`config.mk`:
```
export PLATFORM = sky130hd
export DESIGN_NAME = current_dac_update_control
export DESIGN_NICKNAME = d
export VERILOG_FILES = /design/src/rtl/current_dac_pkg.sv /design/src/rtl/current_dac_update_control.sv /design/src/rtl/strobe_edge_detect.sv /design/src/rtl/update_trigger_select.sv
export SDC_FILE = /design/constraint.sdc
export NUM_CORES = 1
export LEC_CHECK = 0
export ABC_CLOCK_PERIOD_IN_PS = 2000
export BUFFER_PORTS_ARGS = -buffer_cell sky130_fd_sc_hd__buf_2
export CORE_AREA = 2 2 99 101
export DETAILED_ROUTE_END_ITERATION = 6
export DIE_AREA = 0 0 101 103
export HOLD_SLACK_MARGIN = 0.15
export SYNTH_ARGS = -nofsm -noshare
export SYNTH_HDL_FRONTEND = slang
export SYNTH_HIERARCHICAL = 1
export SYNTH_SLANG_ARGS = --single-unit
```
`constraint.sdc`:
```
create_clock -name ref_clk -period 2 [get_ports ref_clk]
set_input_delay 0.2 -clock ref_clk [delete_from_list [all_inputs] [get_ports ref_clk]]
set_output_delay 0.2 -clock ref_clk [all_outputs]
set_load 0.005 [all_outputs]
```
`src/rtl/current_dac_pkg.sv`:
```
// Constants, register map and types of the current converter control.
package current_dac_pkg;

  localparam int unsigned CLOCK_HZ        = 200_000_000;
  localparam int unsigned DATA_WIDTH      = 32;
  localparam int unsigned ADDR_WIDTH      = 32;
  localparam int unsigned WORD_WIDTH      = 10;

  // Register indices; each register takes the word at four times its index.
  localparam logic [11:0] CONTROL_INDEX   = 12'h0B9;
  localparam logic [11:0] DATA_HIGH_INDEX = 12'h097;
  localparam logic [11:0] DATA_LOW_INDEX  = 12'h096;
  localparam logic [11:0] STATUS_INDEX    = 12'h098;
  localparam int unsigned DECODE_WIDTH    = 12;

  // Control register fields.
  localparam int unsigned ENABLE_POS      = 7;
  localparam int unsigned SOURCE_LSB      = 4;
  localparam int unsigned SOURCE_MSB      = 6;
  localparam int unsigned SCALE_LSB       = 0;
  localparam int unsigned SCALE_MSB       = 1;
  localparam logic [7:0]  CONTROL_RESET   = 8'h72;
  localparam logic [7:0]  CONTROL_MASK    = 8'hF3;

  // Data registers.
  localparam logic [7:0]  DATA_HIGH_RESET = 8'h00;
  localparam logic [7:0]  DATA_LOW_RESET  = 8'h00;
  localparam logic [7:0]  DATA_LOW_MASK   = 8'hC0;
  localparam logic [9:0]  WORD_RESET      = 10'h000;

  // Status register fields.
  localparam int unsigned PENDING_POS     = 16;

  // AHB-Lite encodings.
  localparam logic [1:0]  HTRANS_IDLE     = 2'h0;
  localparam logic [1:0]  HTRANS_NONSEQ   = 2'h2;
  localparam logic        HRESP_OKAY      = 1'b0;

  typedef enum logic [2:0] {
    SRC_TIMER0    = 3'h0,
    SRC_TIMER1    = 3'h1,
    SRC_TIMER2    = 3'h2,
    SRC_TIMER3    = 3'h3,
    SRC_RISE      = 3'h4,
    SRC_FALL      = 3'h5,
    SRC_ANY_EDGE  = 3'h6,
    SRC_ON_DEMAND = 3'h7
  } update_source_type;

  // Decoded full-scale current handed to the analog core.
  typedef enum logic [1:0] {
    SCALE_HALF_MA = 2'h0,
    SCALE_ONE_MA  = 2'h1,
    SCALE_TWO_MA  = 2'h2
  } full_scale_type;

  localparam full_scale_type SCALE_RESET  = SCALE_TWO_MA;

endpackage

```
`src/rtl/current_dac_update_control.sv`:
```
// Register file, update scheduling and pin takeover of the current converter.
`timescale 1ns/10ps
module current_dac_update_control (
  input  wire logic                    ref_clk,
  input  wire logic                    rst,
  // AHB-Lite slave.
  input  wire logic                    hsel,
  input  wire logic [31:0]             haddr,
  input  wire logic [1:0]              htrans,
  input  wire logic                    hwrite,
  input  wire logic [2:0]              hsize,
  input  wire logic                    hready,
  input  wire logic [31:0]             hwdata,
  output logic [31:0]                  hrdata,
  output logic                         hreadyout,
  output logic                         hresp,
  // Update events.
  input  wire logic [3:0]              timer_overflow,
  input  wire logic                    external_conversion_strobe,
  // General-purpose drive requested for the shared pin.
  input  wire logic                    gpio_out,
  input  wire logic                    gpio_oe_n,
  input  wire logic                    gpio_pullup_en,
  // Shared pin and analog core.
  output logic                         pin_out,
  output logic                         pin_oe_n,
  output logic                         pin_pullup_en,
  output logic                         analog_connect,
  output logic                         bias_enable,
  output logic [9:0]                   dac_code,
  output current_dac_pkg::full_scale_type full_scale
);
  import current_dac_pkg::*;

  // Register state.
  logic [7:0]        control_q;
  logic [7:0]        control_d;
  logic [7:0]        data_high_q;
  logic [7:0]        data_high_d;
  logic [7:0]        data_low_q;
  logic [7:0]        data_low_d;
  logic [9:0]        word_q;
  logic              pending_q;

  // Bus pipeline.
  logic              write_phase_q;
  logic [11:0]       write_index_q;
  logic              bus_request;
  logic [11:0]       request_index;

  // Decoded write strobes of the current data phase.
  logic              control_write;
  logic              high_write;
  logic              low_write;

  // Event path.
  logic              strobe_rise;
  logic              strobe_fall;
  logic              load_pulse;
  logic              enable;
  update_source_type source;

  // Word index of a byte address; the two low address bits are ignored.
  function automatic logic [11:0] word_index(input logic [31:0] addr);
    word_index = addr[DECODE_WIDTH+1:2];
  endfunction

  // Full-scale code to current setting.
  function automatic full_scale_type decode_scale(input logic [1:0] code);
    if (code[1]) begin
      decode_scale = SCALE_TWO_MA;
    end else if (code[0]) begin
      decode_scale = SCALE_ONE_MA;
    end else begin
      decode_scale = SCALE_HALF_MA;
    end
  endfunction

  // Read value of a register, built from the next-cycle values of the writable registers.
  function automatic logic [31:0] read_word(
    input logic [11:0] index,
    input logic [7:0]  ctrl,
    input logic [7:0]  high,
    input logic [7:0]  low,
    input logic [9:0]  word,
    input logic        pend
  );
    read_word = 32'h0000_0000;
    unique case (index)
      CONTROL_INDEX:   read_word[7:0] = ctrl & CONTROL_MASK;
      DATA_HIGH_INDEX: read_word[7:0] = high;
      DATA_LOW_INDEX:  read_word[7:0] = low & DATA_LOW_MASK;
      STATUS_INDEX: begin
        read_word[9:0]        = word;
        read_word[PENDING_POS] = pend;
      end
      default:         read_word = 32'h0000_0000;
    endcase
  endfunction

  assign enable = control_q[ENABLE_POS];
  assign source = update_source_type'(control_q[SOURCE_MSB:SOURCE_LSB]);

  // Address phase: a request is taken when selected, active and ready.
  assign bus_request   = hsel & htrans[1] & hready;
  assign request_index = word_index(haddr);

  always_ff @(posedge ref_clk or posedge rst) begin
    if (rst) begin
      write_phase_q <= 1'b0;
      write_index_q <= 12'h000;
    end else if (hready) begin
      write_phase_q <= bus_request & hwrite;
      write_index_q <= request_index;
    end
  end

  assign control_write = write_phase_q & (write_index_q == CONTROL_INDEX);
  assign high_write    = write_phase_q & (write_index_q == DATA_HIGH_INDEX);
  assign low_write     = write_phase_q & (write_index_q == DATA_LOW_INDEX);

  // Next values of the software registers.
  always_comb begin
    control_d   = control_q;
    data_high_d = data_high_q;
    data_low_d  = data_low_q;
    if (control_write) begin
      control_d = hwdata[7:0] & CONTROL_MASK;
    end
    if (high_write) begin
      data_high_d = hwdata[7:0];
    end
    if (low_write) begin
      data_low_d = hwdata[7:0] & DATA_LOW_MASK;
    end
  end

  always_ff @(posedge ref_clk or posedge rst) begin
    if (rst) begin
      control_q <= CONTROL_RESET;
    end else begin
      control_q <= control_d;
    end
  end

  // Low byte writes only store; they never reach the latch directly.
  always_ff @(posedge ref_clk or posedge rst) begin
    if (rst) begin
      data_high_q <= DATA_HIGH_RESET;
      data_low_q  <= DATA_LOW_RESET;
    end else begin
      data_high_q <= data_high_d;
      data_low_q  <= data_low_d;
    end
  end

  strobe_edge_detect i_strobe_edge_detect (
    .ref_clk    (ref_clk),
    .rst        (rst),
    .strobe_in  (external_conversion_strobe),
    .rise_pulse (strobe_rise),
    .fall_pulse (strobe_fall)
  );

  update_trigger_select i_update_trigger_select (
    .ref_clk        (ref_clk),
    .rst            (rst),
    .source         (source),
    .timer_overflow (timer_overflow),
    .strobe_rise    (strobe_rise),
    .strobe_fall    (strobe_fall),
    .high_write     (high_write),
    .load_pulse     (load_pulse)
  );

  // The load pulse follows its event by one cycle, so the held bytes
  // already contain the high byte write that caused an on-demand load.
  always_ff @(posedge ref_clk or posedge rst) begin
    if (rst) begin
      word_q <= WORD_RESET;
    end else if (load_pulse) begin
      word_q <= {data_high_q, data_low_q[7:6]};
    end
  end

  // Pending marks held data not yet latched; a new write wins over a load.
  always_ff @(posedge ref_clk or posedge rst) begin
    if (rst) begin
      pending_q <= 1'b0;
    end else if (high_write | low_write) begin
      pending_q <= 1'b1;
    end else if (load_pulse) begin
      pending_q <= 1'b0;
    end
  end

  // Read data of the writable registers is taken from next-cycle values so a read right after a
  // write returns the written data.
  always_ff @(posedge ref_clk or posedge rst) begin
    if (rst) begin
      hrdata <= 32'h0000_0000;
    end else if (hready & bus_request & ~hwrite) begin
      hrdata <= read_word(request_index, control_d, data_high_d,
                          data_low_d, word_q, pending_q);
    end
  end

  always_ff @(posedge ref_clk or posedge rst) begin
    if (rst) begin
      hreadyout <= 1'b1;
      hresp     <= HRESP_OKAY;
    end else begin
      hreadyout <= 1'b1;
      hresp     <= HRESP_OKAY;
    end
  end

  // Analog core controls.
  always_ff @(posedge ref_clk or posedge rst) begin
    if (rst) begin
      dac_code       <= WORD_RESET;
      full_scale     <= SCALE_RESET;
      bias_enable    <= 1'b0;
      analog_connect <= 1'b0;
    end else begin
      dac_code       <= word_q;
      full_scale     <= decode_scale(control_q[SCALE_MSB:SCALE_LSB]);
      bias_enable    <= enable;
      analog_connect <= enable;
    end
  end

  // Shared pin takeover.
  always_ff @(posedge ref_clk or posedge rst) begin
    if (rst) begin
      pin_out       <= 1'b0;
      pin_oe_n      <= 1'b1;
      pin_pullup_en <= 1'b0;
    end else if (enable) begin
      pin_out       <= 1'b0;
      pin_oe_n      <= 1'b1;
      pin_pullup_en <= 1'b0;
    end else begin
      pin_out       <= gpio_out;
      pin_oe_n      <= gpio_oe_n;
      pin_pullup_en <= gpio_pullup_en;
    end
  end

endmodule

```
`src/rtl/strobe_edge_detect.sv`:
```
// Synchroniser and edge detector for the external conversion strobe.
`timescale 1ns/10ps
module strobe_edge_detect (
  input  wire logic ref_clk,
  input  wire logic rst,
  input  wire logic strobe_in,
  output logic      rise_pulse,
  output logic      fall_pulse
);
  logic meta_q;
  logic sync_q;
  logic last_q;

  // Only sync_q reads meta_q.
  always_ff @(posedge ref_clk or posedge rst) begin
    if (rst) begin
      meta_q <= 1'b0;
      sync_q <= 1'b0;
      last_q <= 1'b0;
    end else begin
      meta_q <= strobe_in;
      sync_q <= meta_q;
      last_q <= sync_q;
    end
  end

  assign rise_pulse = sync_q & ~last_q;
  assign fall_pulse = ~sync_q & last_q;
endmodule

```
`src/rtl/update_trigger_select.sv`:
```
// Chooses the event that moves the held data word into the output latch.
`timescale 1ns/10ps
module update_trigger_select (
  input  wire logic                              ref_clk,
  input  wire logic                              rst,
  input  wire current_dac_pkg::update_source_type source,
  input  wire logic [3:0]                        timer_overflow,
  input  wire logic                              strobe_rise,
  input  wire logic                              strobe_fall,
  input  wire logic                              high_write,
  output logic                                   load_pulse
);
  import current_dac_pkg::*;

  logic load_d;

  always_comb begin
    unique case (source)
      SRC_TIMER0:    load_d = timer_overflow[0];
      SRC_TIMER1:    load_d = timer_overflow[1];
      SRC_TIMER2:    load_d = timer_overflow[2];
      SRC_TIMER3:    load_d = timer_overflow[3];
      SRC_RISE:      load_d = strobe_rise;
      SRC_FALL:      load_d = strobe_fall;
      SRC_ANY_EDGE:  load_d = strobe_rise | strobe_fall;
      SRC_ON_DEMAND: load_d = high_write;
    endcase
  end

  always_ff @(posedge ref_clk or posedge rst) begin
    if (rst) begin
      load_pulse <= 1'b0;
    end else begin
      load_pulse <= load_d;
    end
  end
endmodule

```
After elaboration in Yosys (flattened, before gate mapping):

Cells that the tools add are included.

* input port bits: 82
* output and inout port bits: 51
* register bits after elaboration: 71
* word-level logic and storage cells: 63

* multiplexer cells: 14
* bitwise logic cells: 15
* equal/unequal tests: 14
* reduce and logical (&&, ||, !) cells: 2

Operator list (count)
* $eq A12 B8 Y1 const B: 7
* $pmux W8 S4: 1
* $mux W8: 3
* $eq A3 B3 Y1 const B: 4
* $and A1 B1 Y1: 10
* $pmux W1 S8: 1
* $mux W1: 7
* $eq A3 B2 Y1 const B: 2
* $mux W2: 2
* $eq A3 B1 Y1 const B: 1
* $logic_not A3 Y1: 1
* $not A1 Y1: 3
* $or A1 B1 Y1: 2
* $reduce_bool A2 Y1: 1

Logic depth before layout (Yosys ltp):

* depth after elaboration: 4
* gate-level depth with buffers: 6
* gate-level depth less buffers: 6

Cells and area by module:

Netlist, hierarchy kept.

By module, submodules not included
* current_dac_update_control: cells each 236, area each 2982.9 um^2, times used 1, sequential area each 1684.1 um^2
* update_trigger_select: cells each 10, area each 103.8 um^2, times used 1, sequential area each 25.0 um^2
* strobe_edge_detect: cells each 6, area each 93.8 um^2, times used 1, sequential area each 75.1 um^2

Worst setup path before layout:

Ideal clock, no wire load.

* kind: register to register
* from: register write_index_q[8]
* to: register hrdata[6]
* path slack: 385 ps
* path buffers: 0
* cell stages (with the launch flop): 6
* arrival time: 1479 ps
* data required time: 1864 ps
* period minus slack after synthesis: 1615 ps
* path through: dfrtp_1 nor4b_4 and4_1 mux2_2 nand3b_1 a31oi_1

* cells in the longest elaborated chain, start to end: 4

RTL lines
* start, declared: RTL line current_dac_update_control.sv:47 `logic [11:0] write_index_q;`
* start signal, assigned: RTL line current_dac_update_control.sv:114 `write_index_q <= request_index;`
* $eq A12 B8 Y1: RTL line current_dac_update_control.sv:120 `assign low_write = write_phase_q & (write_index_q == DATA_LOW_INDEX);`
* $and A1 B1 Y1: RTL line current_dac_update_control.sv:120
* $mux W8: RTL line current_dac_update_control.sv:133 `if (low_write) begin`
* named net data_low_d[6]: RTL line current_dac_update_control.sv:41 `logic [7:0] data_low_d;`
* $pmux W8 S4: RTL line current_dac_update_control.sv:89 `unique case (index)`
* end signal, assigned: RTL line current_dac_update_control.sv:203 `hrdata <= read_word(request_index, control_d, data_high_d,`
* end, declared: RTL line current_dac_update_control.sv:14 `output logic [31:0] hrdata,`

The timed path passes the listed nets, and every way through them passes these cells.
A chain may end at the register's enable or synchronous reset.

Worst setup path in the final report:

* from: input port haddr[11]
* to: register hrdata[6]

* cells in the longest elaborated chain, start to end: 2

RTL lines
* start, declared: RTL line current_dac_update_control.sv:8 `input wire logic [31:0] haddr,`
* $eq A12 B8 Y1: RTL line current_dac_update_control.sv:89
* $pmux W8 S4 (*): RTL line current_dac_update_control.sv:89

Mark *: on every way between the ends. The rest lies on a longest branch, timed or not.

==> run metrics <==
outcome complete, no violations; Static Leak 1.85 nW; setup repair after global routing missed its margin true; worst endpoint data arrival time 2.15 ns; top area cells in the synthesized netlist sky130_fd_sc_hd__dfrtp_1 51%, sky130_fd_sc_hd__mux2_2 12%, sky130_fd_sc_hd__buf_4 5.7%; Tcrit/Tclk final 93.7%; switching power summed over all nets 0.793 mW; setup slack after layout 0.125 ns; Max transition margin 57.7%; worst-case setup slack after placement 0.163 ns; slowest cell on the critical path sky130_fd_sc_hd__dlygate4sd3_1; most frequent standard cell in the layout excluding fill and tap cells sky130_fd_sc_hd__dfrtp_1; maximum operating frequency 533 MHz; proportion of layout cells with a drive suffix above 1 41.6%; share of the core filled with cells in the final layout 42.9%; crit path launch type input pin; dominant register cell in the synthesized netlist sky130_fd_sc_hd__dfrtp_1; total congestion overflow 0; # setup viols final 0; number of antenna violations at the first check in global routing 0; wire length of the first global-routing pass 11400 microns; number of buffers created by CTS 9; number of pins with negative max-slew slack in the final report 0; sequential share of the synthesized area 56.1%; global placement routability congestion 0.777; IR Drop Worst-Case VDD 427 uV; overall power after layout 3.24 mW; start point of the critical path haddr[11]; Top Ports 133; Via density 4.84; number of enable flip-flop cells after synthesis 0; maximum clock skew at final layout 0.0121 ns; part of the total power dissipated in the clock network 39.4%; routed length on met2 3400 microns; register share of total power 50.6%; clk slew on worst S/H paths 0.08 ns; element type at the critical path end flip-flop; Setup TNS 0 ns; input/output buffers 61; Top Metal Used met4; n_diodes 0; worst path buffer plus inverter count 2; CTS root buf sky130_fd_sc_hd__clkbuf_8; global-route usage over all layers 14.4%; stage delay of the slowest cell on the critical path 0.52 ns; post-synthesis cell area 0.00318 sq mm; share of flip-flops with an asynchronous set or reset after synthesis 100%; actual transition at the worst max-transition pin 0.633 ns; Area growth syn-to-layout 27.7%; Hold Path Class input pin to flip-flop; clock network latency to the later pin of the worst-skew pair 0.35 ns; Die Outline Area 0.0104 sq mm; Crit Path Class input pin to flip-flop; Die Wd 101 microns; share of power burned in combinational logic 10.1%; Post-Syn Instances 252; CP Max Fanout 5; cell type contributing the most total cell area after synthesis sky130_fd_sc_hd__dfrtp_1; count of unresolved DRC violations after routing 0; max-cap viol count 0; clock period minus worst slack 1.87 ns; ratio of total power to cell area 798 mW/mm^2; number of global-route vias before repair 2209; TritonCTS clock tree done; total length of routed met3 wires 400 microns; post-route worst hold slack 0.178 ns; final HPWL from detailed placement 5220 microns; Hold Startpoint haddr[7]; number of search-and-repair iterations in the first detailed-routing pass 4; Internal Power 2.45 mW; mean cell area of the mapped netlist 12.6 sq um; Core Area 0.00946 sq mm; register bit count reported by yosys 71; portion of synthesized cell area occupied by the leading cell type 51.1%; H-tree lvl count 3; WL final 7010 microns; number of violations reported at the end of detailed-routing iteration 0 98; overall die height 103 microns; maximum number of pins on one net before global-route repair 30; number of nets in the finished design 430; CP required 2.27 ns; mean routed wirelength per cell 15.0 microns; final antenna-violating net count 0; total number of clock tree sinks 71; launch point of the worst reg-to-reg path write_index_q[8]; starting density of the core 33.6%; Yosys warning count 6; Sw Ratio 24.4%; number of hold violations in the final report 0; Placement Rows 36; count of cell types in the netlist 49; largest delay contributor family on the critical path simple AND/OR/NAND/NOR gates; setup bufs post-CTS 0; detailed-route wire length on metal 1 3120 microns; deepest clock path buffer count 2; cell chain of the critical path dlygate4sd3_1, buf_2, nor4_4, nand4_2, o31ai_1, a221oi_1, a31oi_1; most frequent cells in the layout 65 x sky130_fd_sc_hd__dfrtp_1, 61 x sky130_fd_sc_hd__buf_2, 35 x sky130_fd_sc_hd__mux2_2; overall via count from detail_route 2260
-- metrics by stage --
| step | cells | instance area (sq um) |
|---|---|---|
| 2_1_floorplan | 273 | 3260 |
| 3_3_place_gp | 426 | 3580 |
| 3_5_place_dp | 426 | 3580 |
| 4_1_cts | 467 | 4050 |
| 5_1_grt | 467 | 4060 |
| 6_report | 467 | 4060 |
-- Yosys cell counts (3+ instances only) --
master                     instances
sky130_fd_sc_hd__dfstp_2           6
sky130_fd_sc_hd__o21ai_0          11
sky130_fd_sc_hd__nand3_1           5
sky130_fd_sc_hd__a21oi_1           4
sky130_fd_sc_hd__nand3b_1          3
sky130_fd_sc_hd__buf_4            24
sky130_fd_sc_hd__a22oi_1           8
sky130_fd_sc_hd__nor2b_1           4
sky130_fd_sc_hd__inv_1            10
sky130_fd_sc_hd__mux2_2           35
sky130_fd_sc_hd__nand2_1          12
sky130_fd_sc_hd__clkbuf_1          5
sky130_fd_sc_hd__a31oi_1           6
sky130_fd_sc_hd__dfrtp_1          65
sky130_fd_sc_hd__nor2_1            4
sky130_fd_sc_hd__nand4_1           8
-- logic make-up (layout without fill, tap and decap cells) --
group	after synthesis	count (layout)	synth area share, %
flip-flops	71	71	56.1
AND/OR/NAND/NOR	62	62	14.3
buffers and inverters	41	121	7.71
AO/OA/AOI/OAI	38	38	7.91
multiplexers	37	37	13.5
other	2	23	0.236
XOR/XNOR	1	1	0.275
-- power groups by stage --
stage                     logic, mW  registers (mW)  clock network, mW
after floorplan               0.196            1.64                  0
after global placement        0.287            1.67                  0
after detailed placement      0.295            1.67                  0
final                         0.326            1.64               1.28
after global routing          0.366            1.66               1.38
after CTS                     0.333            1.64               1.31
-- sequential cells by signal, indices dropped and copies added (netlist names), 2 cells and up --
name,cells
full_scale,2
dac_code,10
hrdata,11
data_high_q,8
word_q,10
control_q,6
data_low_q,2
write_index_q,12
-- layer usage --
| metal | vias up | track usage [%] |
|---|---|---|
| li1 | 1055 | - |
| met1 | 1126 | 18.7 |
| met5 | - | 0 |
| met4 | 0 | 4.47 |
| met3 | 12 | 4.75 |
| met2 | 67 | 23.2 |
-- final timing paths --
check	endpoint	slack, ns	depth (start not counted)
worst min-delay path	write_index_q[5]	0.18	2
worst max register to register	hrdata[6]	0.20	5
min in group asynchronous	i_update_trigger_select/load_pulse	0.25	3
max in group asynchronous	write_index_q[2]	0.87	4
worst max-delay path	hrdata[6]	0.13	7
worst min register to register	i_strobe_edge_detect/sync_q	0.36	0
-- final cells by class --
type	count	area (sq um)
fillers	896	5400
clock inverters	6	93.8
clock buffers	10	128
repair buffers	95	636
flip-flops and latches	71	1780
inverters	10	37.5
multi-input cells	161	1240
well taps	114	143
-- timing repair --
item	in CTS	in global routing
hold buffers	25	0
endpoints found under the setup margin	0	4
endpoints found under the hold margin	54	0
resized for setup	0	3
Note: power is estimated with default switching activity, not from simulation.
